--- src/core/lpac_defines.svh ---
`ifndef LPAC_DEFINES_SVH
`define LPAC_DEFINES_SVH

// Register offsets on the management port
`define LPAC_OFF_ABILITY 5'h05
`define LPAC_OFF_STATUS 5'h10
`define LPAC_OFF_ENABLE 5'h11
`define LPAC_OFF_CLEAR 5'h12
`define LPAC_OFF_CONTROL 5'h13
`define LPAC_OFF_BASE_SHADOW 5'h14

// Field positions in the ability word
`define LPAC_BIT_NEXT_PAGE 15
`define LPAC_BIT_ACK 14
`define LPAC_BIT_REMOTE_FAULT 13
`define LPAC_BIT_MESSAGE_PAGE 13
`define LPAC_BIT_RESERVED 12
`define LPAC_BIT_COMPLY_ACK 12
`define LPAC_BIT_ASYM_PAUSE 11
`define LPAC_BIT_TOGGLE 11
`define LPAC_BIT_PAUSE 10
`define LPAC_BIT_FOUR_PAIR 9
`define LPAC_BIT_FAST_FD 8
`define LPAC_BIT_FAST 7
`define LPAC_BIT_SLOW_FD 6
`define LPAC_BIT_SLOW 5
`define LPAC_SEL_MSB 4
`define LPAC_CODE_MSB 10

// Event bits of the status register
`define LPAC_EV_BASE 0
`define LPAC_EV_NEXT 1
`define LPAC_EV_FAULT 2
`define LPAC_EV_DISCARD 3
`define LPAC_EV_VIEW 4
`define LPAC_EV_COUNT 5

// Control register fields
`define LPAC_CTRL_NEXT_EN 0

// Reset values
`define LPAC_RST_WORD 16'h0000
`define LPAC_RST_ENABLE 5'h00
`define LPAC_RST_NEXT_EN 1'b1

// Identical words needed before a word is taken
`define LPAC_MATCH_COUNT 3

`endif

--- src/core/lpac_pkg.sv ---
package lpac_pkg;

    // Capture progress of one negotiation
    typedef enum logic [1:0] {
        LPAC_WAIT_BASE,
        LPAC_WAIT_NEXT,
        LPAC_DONE
    } lpac_state_e;

    // State of the register bank
    typedef struct packed {
        lpac_state_e state;
        logic [15:0] base_page;
        logic [15:0] next_page;
        logic next_seen;
        logic view_next;
        logic next_en;
        logic [4:0] irq_en;
        logic [15:0] rdata;
    } lpac_main_s;

    // State of the word consistency filter
    typedef struct packed {
        logic [15:0] last_word;
        logic [15:0] out_word;
        logic [7:0] count;
        logic taken;
        logic commit;
        logic mismatch;
    } lpac_match_s;

    // State of one sticky event bit
    typedef struct packed {
        logic flag;
    } lpac_event_s;

endpackage : lpac_pkg

--- src/core/lpac_event_bit.sv ---
`timescale 1ns/1ps
module lpac_event_bit import lpac_pkg::*; (
    // Clock and reset
    input wire logic ref_clk,
    input wire logic rst_b,
    // Set by hardware, cleared by software
    input wire logic set_pulse,
    input wire logic clr_pulse,
    // Sticky flag
    output logic flag
);

    lpac_event_s state_reg;
    lpac_event_s state_next;

    // Set beats clear so an event in the clearing cycle survives
    always_comb begin
        state_next = state_reg;
        if (set_pulse) begin
            state_next.flag = 1'b1;
        end else if (clr_pulse) begin
            state_next.flag = 1'b0;
        end
    end

    always_ff @(posedge ref_clk or negedge rst_b) begin
        if (!rst_b) begin
            state_reg <= '0;
        end else begin
            state_reg <= state_next;
        end
    end

    assign flag = state_reg.flag;

endmodule : lpac_event_bit

--- src/core/lpac_partner_ability.sv ---
// How it works
// RQ1 - Partner ability word readable at offset 0x05, read only.
// RQ2 - With next pages enabled, next page replaces base page after completion.
// RQ3 - Bit 15 shows the partner's next page request in both views, reset 0.
// RQ4 - Bit 14 shows partner acknowledge, updated from received words, reset 0.
// RQ5 - Software should not write bit 14; writes to this offset are ignored.
// RQ6 - Bit 13 shows partner remote fault in the base view, reset 0.
// RQ7 - Bit 12 reads 0 in the base view; writers put 0 there.
// RQ8 - Bit 11 shows partner asymmetric pause ability, reset 0.
// RQ9 - Bit 10 shows partner symmetric pause ability, reset 0.
// RQ10 - Bit 9 shows partner four pair fast ability, reset 0.
// RQ11 - Bits 8 and 7 show fast full duplex and fast abilities, reset 0.
// RQ12 - Bits 6 and 5 show slow full duplex and slow abilities, reset 0.
// RQ13 - Bits 4 to 0 hold the partner selector as received, reset 0.
// RQ14 - Next view: bit 13 message page flag, bits 10 to 0 code field.
// RQ15 - Next view: bit 12 shows partner ability to comply with message.
// RQ16 - Next view: bit 11 holds the received toggle value.
// RQ17 - Register changes only after a complete consistently received word.
//
// Decided for this implementation: strobed register access.
`timescale 1ns/1ps
`include "lpac_defines.svh"
module lpac_partner_ability import lpac_pkg::*; #(
    parameter int MATCH_COUNT = `LPAC_MATCH_COUNT
) (
    // Clock and reset
    input wire logic ref_clk,
    input wire logic rst_b,
    // Management register port
    input wire logic [4:0] reg_addr,
    input wire logic [15:0] reg_wdata,
    input wire logic reg_wr,
    input wire logic reg_rd,
    output logic [15:0] reg_rdata,
    // Words decoded from the partner's pulse bursts
    input wire logic [15:0] rx_word,
    input wire logic rx_word_valid,
    // Negotiation progress from the arbitration logic
    input wire logic an_restart,
    input wire logic an_complete,
    // Status towards the rest of the device
    output logic view_next,
    output logic irq
);

    ////////////////////////////////////////////////////////////////////////
    // Declarations

    lpac_main_s state_reg;
    lpac_main_s state_next;

    logic word_commit;
    logic [15:0] word_value;
    logic word_mismatch;
    logic [`LPAC_EV_COUNT-1:0] ev_set;
    logic [`LPAC_EV_COUNT-1:0] ev_clr;
    logic [`LPAC_EV_COUNT-1:0] ev_flag;
    logic [15:0] base_view;
    logic [15:0] next_view;
    logic [15:0] ability_word;
    logic clear_wr;
    logic switch_view;

    // The filter counter is eight bits wide; longer runs cannot be counted
    if (MATCH_COUNT < 1 || MATCH_COUNT > 255) begin : g_bad_count
        $error("MATCH_COUNT out of range");
    end

    ////////////////////////////////////////////////////////////////////////
    // Word consistency filter

    // Bursts can be corrupted; only repeated identical words reach the bank
    lpac_word_match #(
        .MATCH_COUNT(MATCH_COUNT)
    ) u_match (
        .ref_clk(ref_clk),
        .rst_b(rst_b),
        .word_valid(rx_word_valid),
        .word(rx_word),
        .restart(an_restart),
        .commit(word_commit),
        .commit_word(word_value),
        .mismatch(word_mismatch)
    );

    ////////////////////////////////////////////////////////////////////////
    // Views of the ability register

    // Base page layout, reserved bit forced low
    always_comb begin
        base_view = '0;
        base_view[`LPAC_BIT_NEXT_PAGE] = state_reg.base_page[`LPAC_BIT_NEXT_PAGE]; // [RQ3]
        base_view[`LPAC_BIT_ACK] = state_reg.base_page[`LPAC_BIT_ACK]; // [RQ4]
        base_view[`LPAC_BIT_REMOTE_FAULT] = state_reg.base_page[`LPAC_BIT_REMOTE_FAULT]; // [RQ6]
        base_view[`LPAC_BIT_RESERVED] = 1'b0; // [RQ7]
        base_view[`LPAC_BIT_ASYM_PAUSE] = state_reg.base_page[`LPAC_BIT_ASYM_PAUSE]; // [RQ8]
        base_view[`LPAC_BIT_PAUSE] = state_reg.base_page[`LPAC_BIT_PAUSE]; // [RQ9]
        base_view[`LPAC_BIT_FOUR_PAIR] = state_reg.base_page[`LPAC_BIT_FOUR_PAIR]; // [RQ10]
        base_view[`LPAC_BIT_FAST_FD] = state_reg.base_page[`LPAC_BIT_FAST_FD]; // [RQ11]
        base_view[`LPAC_BIT_FAST] = state_reg.base_page[`LPAC_BIT_FAST]; // [RQ11]
        base_view[`LPAC_BIT_SLOW_FD] = state_reg.base_page[`LPAC_BIT_SLOW_FD]; // [RQ12]
        base_view[`LPAC_BIT_SLOW] = state_reg.base_page[`LPAC_BIT_SLOW]; // [RQ12]
        base_view[`LPAC_SEL_MSB:0] = state_reg.base_page[`LPAC_SEL_MSB:0]; // [RQ13]
    end

    // Next page layout; every bit is meaningful here
    always_comb begin
        next_view = '0;
        next_view[`LPAC_BIT_NEXT_PAGE] = state_reg.next_page[`LPAC_BIT_NEXT_PAGE]; // [RQ3]
        next_view[`LPAC_BIT_ACK] = state_reg.next_page[`LPAC_BIT_ACK]; // [RQ4]
        next_view[`LPAC_BIT_MESSAGE_PAGE] = state_reg.next_page[`LPAC_BIT_MESSAGE_PAGE]; // [RQ14]
        next_view[`LPAC_BIT_COMPLY_ACK] = state_reg.next_page[`LPAC_BIT_COMPLY_ACK]; // [RQ15]
        // Toggle is kept exactly as the partner sent it
        next_view[`LPAC_BIT_TOGGLE] = state_reg.next_page[`LPAC_BIT_TOGGLE]; // [RQ16]
        next_view[`LPAC_CODE_MSB-1:0] = state_reg.next_page[`LPAC_CODE_MSB-1:0]; // [RQ14]
        next_view[`LPAC_CODE_MSB] = state_reg.next_page[`LPAC_CODE_MSB]; // [RQ14]
    end

    // The visible word follows the selected view [RQ2]
    assign ability_word = state_reg.view_next ? next_view : base_view;

    // View flips only after completion with next pages enabled and seen;
    // without a taken next page there is nothing newer to show
    assign switch_view = an_complete && state_reg.next_en && state_reg.next_seen; // [RQ2]

    ////////////////////////////////////////////////////////////////////////
    // Event flags and interrupt

    // Events raised by the capture logic
    always_comb begin
        ev_set = '0;
        ev_set[`LPAC_EV_BASE] = word_commit && state_reg.state == LPAC_WAIT_BASE;
        ev_set[`LPAC_EV_NEXT] = word_commit && state_reg.state == LPAC_WAIT_NEXT;
        ev_set[`LPAC_EV_FAULT] = word_commit && state_reg.state == LPAC_WAIT_BASE
            && word_value[`LPAC_BIT_REMOTE_FAULT];
        ev_set[`LPAC_EV_DISCARD] = word_mismatch;
        ev_set[`LPAC_EV_VIEW] = switch_view && !state_reg.view_next;
    end

    // Write-one-to-clear through the clear register
    assign clear_wr = reg_wr && reg_addr == `LPAC_OFF_CLEAR;
    assign ev_clr = clear_wr ? reg_wdata[`LPAC_EV_COUNT-1:0] : '0;

    // One sticky bit per event
    for (genvar i = 0; i < `LPAC_EV_COUNT; i++) begin : g_event
        lpac_event_bit u_bit (
            .ref_clk(ref_clk),
            .rst_b(rst_b),
            .set_pulse(ev_set[i]),
            .clr_pulse(ev_clr[i]),
            .flag(ev_flag[i])
        );
    end

    // Level interrupt while any enabled flag stands
    // Flags stay set while masked, so a late enable raises the line at once
    assign irq = |(ev_flag & state_reg.irq_en);

    ////////////////////////////////////////////////////////////////////////
    // Capture, control and register port

    always_comb begin
        state_next = state_reg;
        state_next.rdata = '0;

        // Capture sequence of one negotiation
        case (state_reg.state)
            LPAC_WAIT_BASE: begin
                // First consistent word of a negotiation is the base page
                if (word_commit) begin
                    state_next.base_page = word_value; // [RQ17]
                    state_next.next_seen = 1'b0;
                    state_next.state = LPAC_WAIT_NEXT;
                end
            end
            LPAC_WAIT_NEXT: begin
                if (word_commit) begin
                    // Later words are next pages; only whole words land [RQ17]
                    state_next.next_page = word_value;
                    state_next.next_seen = 1'b1;
                end
                if (an_complete) begin
                    state_next.state = LPAC_DONE;
                end
            end
            LPAC_DONE: begin
                // Holds what was negotiated until a restart
                // Late words still pass the filter but are not stored
            end
            default: begin
                state_next.state = LPAC_WAIT_BASE;
            end
        endcase

        // Switch to next page view at completion [RQ2]
        if (switch_view) begin
            state_next.view_next = 1'b1;
        end

        // A restart forgets the old view but keeps the captured words,
        // so software can still inspect the base page of a failed attempt
        if (an_restart) begin
            state_next.state = LPAC_WAIT_BASE;
            state_next.view_next = 1'b0;
            state_next.next_seen = 1'b0;
        end

        // Register writes; the ability offset takes none [RQ1] [RQ5]
        if (reg_wr) begin
            case (reg_addr)
                `LPAC_OFF_ENABLE: begin
                    state_next.irq_en = reg_wdata[`LPAC_EV_COUNT-1:0];
                end
                `LPAC_OFF_CONTROL: begin
                    state_next.next_en = reg_wdata[`LPAC_CTRL_NEXT_EN];
                end
                default: begin
                    // Read-only and unmapped offsets ignore writes
                end
            endcase
        end

        // Register reads answer in the following cycle
        if (reg_rd) begin
            case (reg_addr)
                `LPAC_OFF_ABILITY: begin
                    state_next.rdata = ability_word; // [RQ1]
                end
                `LPAC_OFF_STATUS: begin
                    state_next.rdata = {11'h000, ev_flag};
                end
                `LPAC_OFF_ENABLE: begin
                    state_next.rdata = {11'h000, state_reg.irq_en};
                end
                `LPAC_OFF_CONTROL: begin
                    state_next.rdata = {14'h0000, state_reg.view_next, state_reg.next_en};
                end
                `LPAC_OFF_BASE_SHADOW: begin
                    // Base page stays readable after the view has switched
                    state_next.rdata = base_view;
                end
                default: begin
                    // Clear register and unmapped offsets read as zero
                    state_next.rdata = '0;
                end
            endcase
        end
    end

    // All captured fields reset to zero [RQ3] [RQ4] [RQ13]
    // Interrupt enables reset low so nothing fires before software asks
    always_ff @(posedge ref_clk or negedge rst_b) begin
        if (!rst_b) begin
            state_reg.state <= LPAC_WAIT_BASE;
            state_reg.base_page <= `LPAC_RST_WORD;
            state_reg.next_page <= `LPAC_RST_WORD;
            state_reg.next_seen <= 1'b0;
            state_reg.view_next <= 1'b0;
            state_reg.next_en <= `LPAC_RST_NEXT_EN;
            state_reg.irq_en <= `LPAC_RST_ENABLE;
            state_reg.rdata <= `LPAC_RST_WORD;
        end else begin
            state_reg <= state_next;
        end
    end

    ////////////////////////////////////////////////////////////////////////
    // Outputs

    // Read data stand for exactly one cycle after the strobe
    assign reg_rdata = state_reg.rdata;
    assign view_next = state_reg.view_next;

endmodule : lpac_partner_ability

--- src/core/lpac_word_match.sv ---
`timescale 1ns/1ps
`include "lpac_defines.svh"
module lpac_word_match import lpac_pkg::*; #(
    parameter int MATCH_COUNT = `LPAC_MATCH_COUNT
) (
    // Clock and reset
    input wire logic ref_clk,
    input wire logic rst_b,
    // Decoded words from the pulse bursts
    input wire logic word_valid,
    input wire logic [15:0] word,
    input wire logic restart,
    // Filtered result
    output logic commit,
    output logic [15:0] commit_word,
    output logic mismatch
);

    lpac_match_s state_reg;
    lpac_match_s state_next;

    // The counter is eight bits wide
    if (MATCH_COUNT < 1 || MATCH_COUNT > 255) begin : g_bad_count
        $error("MATCH_COUNT out of range");
    end

    // A word is taken once after MATCH_COUNT identical arrivals [RQ17]
    always_comb begin
        state_next = state_reg;
        state_next.commit = 1'b0;
        state_next.mismatch = 1'b0;
        if (restart) begin
            state_next.count = '0;
            state_next.taken = 1'b0;
        end else if (word_valid) begin
            if (state_reg.count != 8'h00 && word != state_reg.last_word) begin
                // A differing word restarts the count and drops the old one
                state_next.mismatch = !state_reg.taken;
                state_next.count = 8'h01;
                state_next.taken = 1'b0;
            end else if (!state_reg.taken) begin
                state_next.count = state_reg.count + 8'h01;
            end
            state_next.last_word = word;
            if (!state_next.taken && state_next.count == 8'(MATCH_COUNT)) begin
                state_next.commit = 1'b1;
                state_next.taken = 1'b1;
                state_next.out_word = word;
            end
        end
    end

    always_ff @(posedge ref_clk or negedge rst_b) begin
        if (!rst_b) begin
            state_reg <= '0;
        end else begin
            state_reg <= state_next;
        end
    end

    assign commit = state_reg.commit;
    assign commit_word = state_reg.out_word;
    assign mismatch = state_reg.mismatch;

endmodule : lpac_word_match

--- config.mk ---
export PLATFORM = sky130hd
export DESIGN_NAME = lpac_partner_ability
export DESIGN_NICKNAME = d
export VERILOG_FILES = /design/src/core/lpac_pkg.sv /design/src/core/lpac_event_bit.sv /design/src/core/lpac_partner_ability.sv /design/src/core/lpac_word_match.sv
export VERILOG_INCLUDE_DIRS = /design/src /design/src/core
export SDC_FILE = /design/constraint.sdc
export NUM_CORES = 1
export LEC_CHECK = 0
export BUFFER_PORTS_ARGS = -buffer_cell sky130_fd_sc_hd__buf_2
export CORE_MARGIN = 4
export CORE_UTILIZATION = 45
export CTS_CLUSTER_SIZE = 10
export DETAILED_ROUTE_END_ITERATION = 10
export GPL_TIMING_DRIVEN = 0
export PLACE_DENSITY = 0.72
export SLEW_MARGIN = 15
export SYNTH_ARGS = -nofsm -noshare
export SYNTH_HDL_FRONTEND = slang
export SYNTH_SLANG_ARGS = --single-unit
--- constraint.sdc ---
create_clock -name ref_clk -period 5.6 [get_ports ref_clk]
set_input_delay 0.56 -clock ref_clk [delete_from_list [all_inputs] [get_ports ref_clk]]
set_output_delay 0.56 -clock ref_clk [all_outputs]
set_load 0.02 [all_outputs]
; Word level (Yosys, flattened, before mapping)
; Index checks and enable logic that the tools add are counted.
[classes]
n_shift = 0
reduce_logical = 31
n_eq_ne = 14
mul = 0
n_bitwise = 2
n_mux = 35
n_addsub = 1
magnitude_cmp = 0
div = 0
[op_table]
columns = cell, count
row1 = one-hot mux 16 bit (5 select lines), 1
row2 = two-way mux 16 bit, 2
row3 = two-way mux 8 bit, 4
row4 = "== test 5 bit, second input constant", 5
row5 = two-way mux 18 bit, 1
row6 = two-way mux 1 bit, 17
row7 = inequality test 16 bit, 1
row8 = nonzero test 2 bit, 7
row9 = two-way mux 11 bit, 1
row10 = two-way mux 2 bit, 5
row11 = AND reduction 2 bit, 5
row12 = logical AND 1 bit, 9
row13 = two-way mux 9 bit, 1
row14 = AND reduction 3 bit, 3
row15 = "adder 8 x 1 -> 8 bit, second input constant", 1
row16 = "== test 8 x 2 -> 1 bit, second input constant", 1
row17 = nonzero test 8 bit, 1
row18 = "inequality test 3 x 2 -> 1 bit, second input constant", 2
row19 = one-hot mux 2 bit (3 select lines), 1
row20 = bitwise AND 5 bit, 1
row21 = "== test 5 x 3 -> 1 bit, second input constant", 1
row22 = two-way mux 5 bit, 1
row23 = OR reduction 5 bit, 1
row24 = zero test 1 bit, 3
row25 = other kinds (8), 8
[totals]
mem_bits_ro = 0
ramBits = 0
ff_bits = 106
word_cells = 102
output_inout_bits = 18
inputBits = 44
latchBits = 0
mem_count = 0

; Longest topological paths before layout
[depth]
word_depth = 10
depth_mapped = 7
mapped_depth_nobuf = 6

; Modules after synthesis
; Synthesis repeated with hierarchy kept, for this count alone.
[unflattened]
hier_cells = 444
area_unflattened_um2 = 5041.1
[modules_own_cells]
columns = module, area_per_inst_um2, n_inst, cells_per_inst, seq_area_each_um2
row1 = lpac_partner_ability, 2586.2, 1, 240, 1427.6
row2 = lpac_word_match, 2273.4, 1, 189, 1076.0
row3 = lpac_event_bit, 36.3, 5, 3, 25.0

; Worst setup path before layout
; Ideal clock, no wire load.
[synth_timing]
kind = input to register
from = in rx_word_valid
to = reg u_match.state_reg (netlist bit u_match.commit_word[10])
required_time_ns = 5.475
arrival_ns = 1.958
path_stages = 7
setup_ns = 0.125
path_buffers = 2
path_slack_ns = 3.517
cell_sequence = buf_4 -> inv_2 -> nor2_2 -> and3_1 -> o2111ai_4 -> buf_6 -> mux2_4
[synth_between]
elab_chain_len = 1
[synth_rtl]
columns = element, line_no
row1 = start: declaration, lpac_partner_ability.sv:37  ; input wire logic rx_word_valid,
row2 = AND reduction 3 bit (no line), n/a
row3 = end signal: assignment, lpac_word_match.sv:57  ; state_reg <= state_next;
row4 = end: declaration, lpac_word_match.sv:19  ; lpac_match_s state_reg;
; Every way passes these cells.
; A chain may end at the register's enable or synchronous reset.

; Worst setup path after layout
[layout_timing]
from = reg u_match.state_reg[27] (netlist bit)
to = reg u_match.state_reg (netlist bit u_match.commit_word[5])
[layout_between]
elab_chain_len = 8
word_cells_on_any_way = 12
cone_classes = eq/ne: 2 / mux: 6 / reduce/logical: 4
[layout_rtl]
columns = element, line_no
row1 = inequality test 16 bit (*), lpac_word_match.sv:36  ; if (state_reg.count != 8'h00 && word != state_reg.last_word) begin
row2 = logical AND 1 bit (*), lpac_word_match.sv:36
row3 = two-way mux 8 bit or two-way mux 1 bit (tied branches), lpac_word_match.sv:36
row4 = two-way mux 8 bit or two-way mux 1 bit (tied branches), lpac_word_match.sv:35  ; end else if (word_valid) begin
row5 = two-way mux 8 bit or two-way mux 1 bit (tied branches), lpac_word_match.sv:32  ; if (restart) begin
row6 = == test 8 x 2 -> 1 bit or zero test 1 bit (tied branches), lpac_word_match.sv:45  ; if (!state_next.taken && state_next.count == 8'(MATCH_COUNT)) begin
row7 = logical AND 1 bit (*), lpac_word_match.sv:45
row8 = AND reduction 3 bit (no line) (*), n/a
; Mark *: on every way between the ends. The rest lies on a longest branch, timed or not. The select of a mux whose other input is x is not followed.

==> results.json <==
{
  "drtAntennaViolNets": 0,
  "worst_slew_pin_slew_ns": 0.719,
  "ir_drop_mv": 0.135,
  "rows": 37,
  "skew_ns": 0.00975,
  "mostFrequentLayoutCells": "104 x dfrtp_1, 60 x mux2_2, 49 x buf_2, 26 x nand2_1",
  "cts_setup_buffers": 0,
  "die_h_um": 110,
  "drive_gt1_frac": 0.383,
  "synth-seq-cells": 105,
  "yosys_warnings": 0,
  "hold_viol": 0,
  "end_kind": "flip-flop",
  "layout_commonest_cell": "dfrtp_1",
  "crit_family": "simple AND/OR/NAND/NOR gates",
  "via_per_inst": 5.20,
  "htreeDepth": 3,
  "ctsHoldBuffers": 0,
  "cp.arrival_ns": 2.44,
  "max_slew_margin": 0.516,
  "r2r_cells": 6,
  "cts_tree": "yes",
  "grt_pass1_vias": 3039,
  "p_leak_nw": 2.46,
  "critPathMaxStageDelay_ns": 0.56,
  "status": "completed",
  "clkSinkCount": 105,
  "drv_cap": 0,
  "synth.area.mux_share": 0.177,
  "die_width_um": 110,
  "antenna_cells": 0,
  "wl_per_cell_um": 15.5,
  "critPathBufInv": 1,
  "reg2reg_from": "u_match.state_reg[27]",
  "ys_seq_area_frac": 0.556,
  "wl_mm": 8.81,
  "synth_flop_cell": "dfrtp_1",
  "synth_fp_nets": 413,
  "synthAdderAreaFrac": 0.00530,
  "io_buffers": 49,
  "hpwl_mm": 6.62,
  "synthCells": 367,
  "clock_path_buffers": 2,
  "cts_root_buf": "clkbuf_8",
  "synth.avg_cell_area_um2": 12.9,
  "finalCritPeriodShare": 0.391,
  "synth_simple_gate_area_frac": 0.0935,
  "area_growth_syn_to_layout_pct": 13.4,
  "synth_compound_area_frac": 0.0850,
  "startpoint_type": "flip-flop",
  "gp_congestion": 0.838,
  "synth-edff-count": 0,
  "crit_type": "flip-flop to flip-flop",
  "synthArstFlopShare": 1.00,
  "routed-via-count": 2961,
  "cts_resized": 0,
  "antenna_found_initial": 0,
  "finalNetCount": 474,
  "fin_crit_ns": 2.19,
  "drc": 0,
  "synth_top_family_by_area": "multiplexers",
  "clk_latency_ns": 0.37,
  "max_freq_ghz": 0.457,
  "synth_xor_area_frac": 0.0408,
  "initial_utilization": 0.460,
  "ff2ff_setup_slack_ns": 3.41,
  "clk_pin_slew_worst_paths_ns": 0.10,
  "grt_max_degree": 66,
  "cp_max_fo": 10,
  "grt_usage": 0.152,
  "r2r_end": "u_match.commit_word[5]",
  "drt_first_pass_iters": 5,
  "critPathSlowestCell": "nor4_4",
  "grt_pass1_wl_mm": 15.2,
  "largest_reg_flops": 25,
  "ys_types": 53,
  "power_mw": 1.76,
  "power_density_nw_per_um2": 328,
  "numCtsBuffers": 9,
  "crit_chain": "xnor2_1 > nand4_1 > nor4_4 > o2111ai_4 > buf_6 > mux2_4",
  "slew_viol_final": 0,
  "tns_ns": 0,
  "first_iter_violations": 156,
  "rsz0062_at_grt": "no",
  "dieArea_um2": 12200,
  "coreArea_um2": 10300,
  "hold_class": "input port to asynchronous set/reset pin",
  "cp.required_ns": 5.85,
  "io-pin-count": 62,
  "syn_area_um2": 4730,
  "grt.overflow.total": 0,
  "setup-violations-final": 0
}
==> cell usage after synthesis (4+ instances only) <==
master,count,area [um2]
dfrtp_1,104,2600
mux2_2,60,676
nand2_1,26,97.6
nor2_1,19,71.3
xnor2_1,19,166
buf_4,17,128
a22oi_1,15,113
mux2_4,10,150
clkbuf_1,9,33.8
a21oi_1,7,35.0
a211oi_1,6,45.0
and3_1,5,31.3
inv_1,5,18.8
nand4_1,5,31.3
a222oi_1,4,40.0
nand3_1,4,20.0
==> kinds of logic after synthesis <==
logic type      count (synthesis)
compound gates                 51
xor+xnor                       22
fa+ha+maj                       2
buf+inv                        34
flops                         105
mux                            71
simple gates                   82
==> where the power goes <==
part           switching [mW]  internal, mW  leakage [nW]  total [mW]
Clock                   0.268         0.169        0.0884       0.438
Sequential              0.117         0.912          1.36        1.03
Combinational           0.111         0.182          1.00       0.292
==> worst reg2reg max path: cells and delay by family, from the launching register on <==
family / cells / cell delay (ns)
AND/OR/NAND/NOR: 2 / 0.75
flip-flops: 1 / 0.40
multiplexers: 1 / 0.31
AO/OA/AOI/OAI: 1 / 0.24
buffers and inverters: 1 / 0.22
XOR/XNOR: 1 / 0.17
==> per-layer routing <==
metal / GRT usage / share of wire / up-vias
li1: - / - / 1431
met1: 0.202 / 0.46 / 1454
met2: 0.247 / 0.49 / 68
met3: 0.0362 / 0.045 / 8
met4: 0.0509 / 0.013 / 0
met5: 0 / 0 / -
==> metrics by stage <==
step	hold slack, ns	cells	setup slack (ns)	cell area (um2)	util
floorplan	0.264	367	3.52	4730	-
finish	0.0791	569	3.41	5360	0.522
detailed placement	0.415	553	3.12	5170	0.504
CTS	0.0789	569	3.37	5360	0.522
global placement	0.422	552	2.93	5140	0.500
global route	0.0895	569	3.26	5360	0.522
==> how the worst max path moves through the flow <==
stage / slack [ns] / cells after the start / to / startpoint
after floorplan: 3.52 / 7 / u_match.commit_word[10] / rx_word_valid
after global placement: 2.93 / 1 / u_match.state_reg[6] / rst_b
after detailed placement: 3.12 / 7 / u_match.commit_word[5] / rx_word[0]
after CTS: 3.37 / 6 / u_match.commit_word[5] / u_match.state_reg[27]
after global routing: 3.26 / 6 / u_match.commit_word[5] / u_match.state_reg[27]
final: 3.41 / 6 / u_match.commit_word[5] / u_match.state_reg[27]
==> layout make-up <==
class                   count  area (um2)
fillers                   897        4920
flip-flops and latches    105        2630
multi-input cells         228        1900
repair buffers             50         279
plain buffers              28         178
well taps                 136         170
clock buffers               9         124
clock inverters             7        61.3
inverters                   6        22.5
No activity file was read; power rests on OpenSTA's default activity.
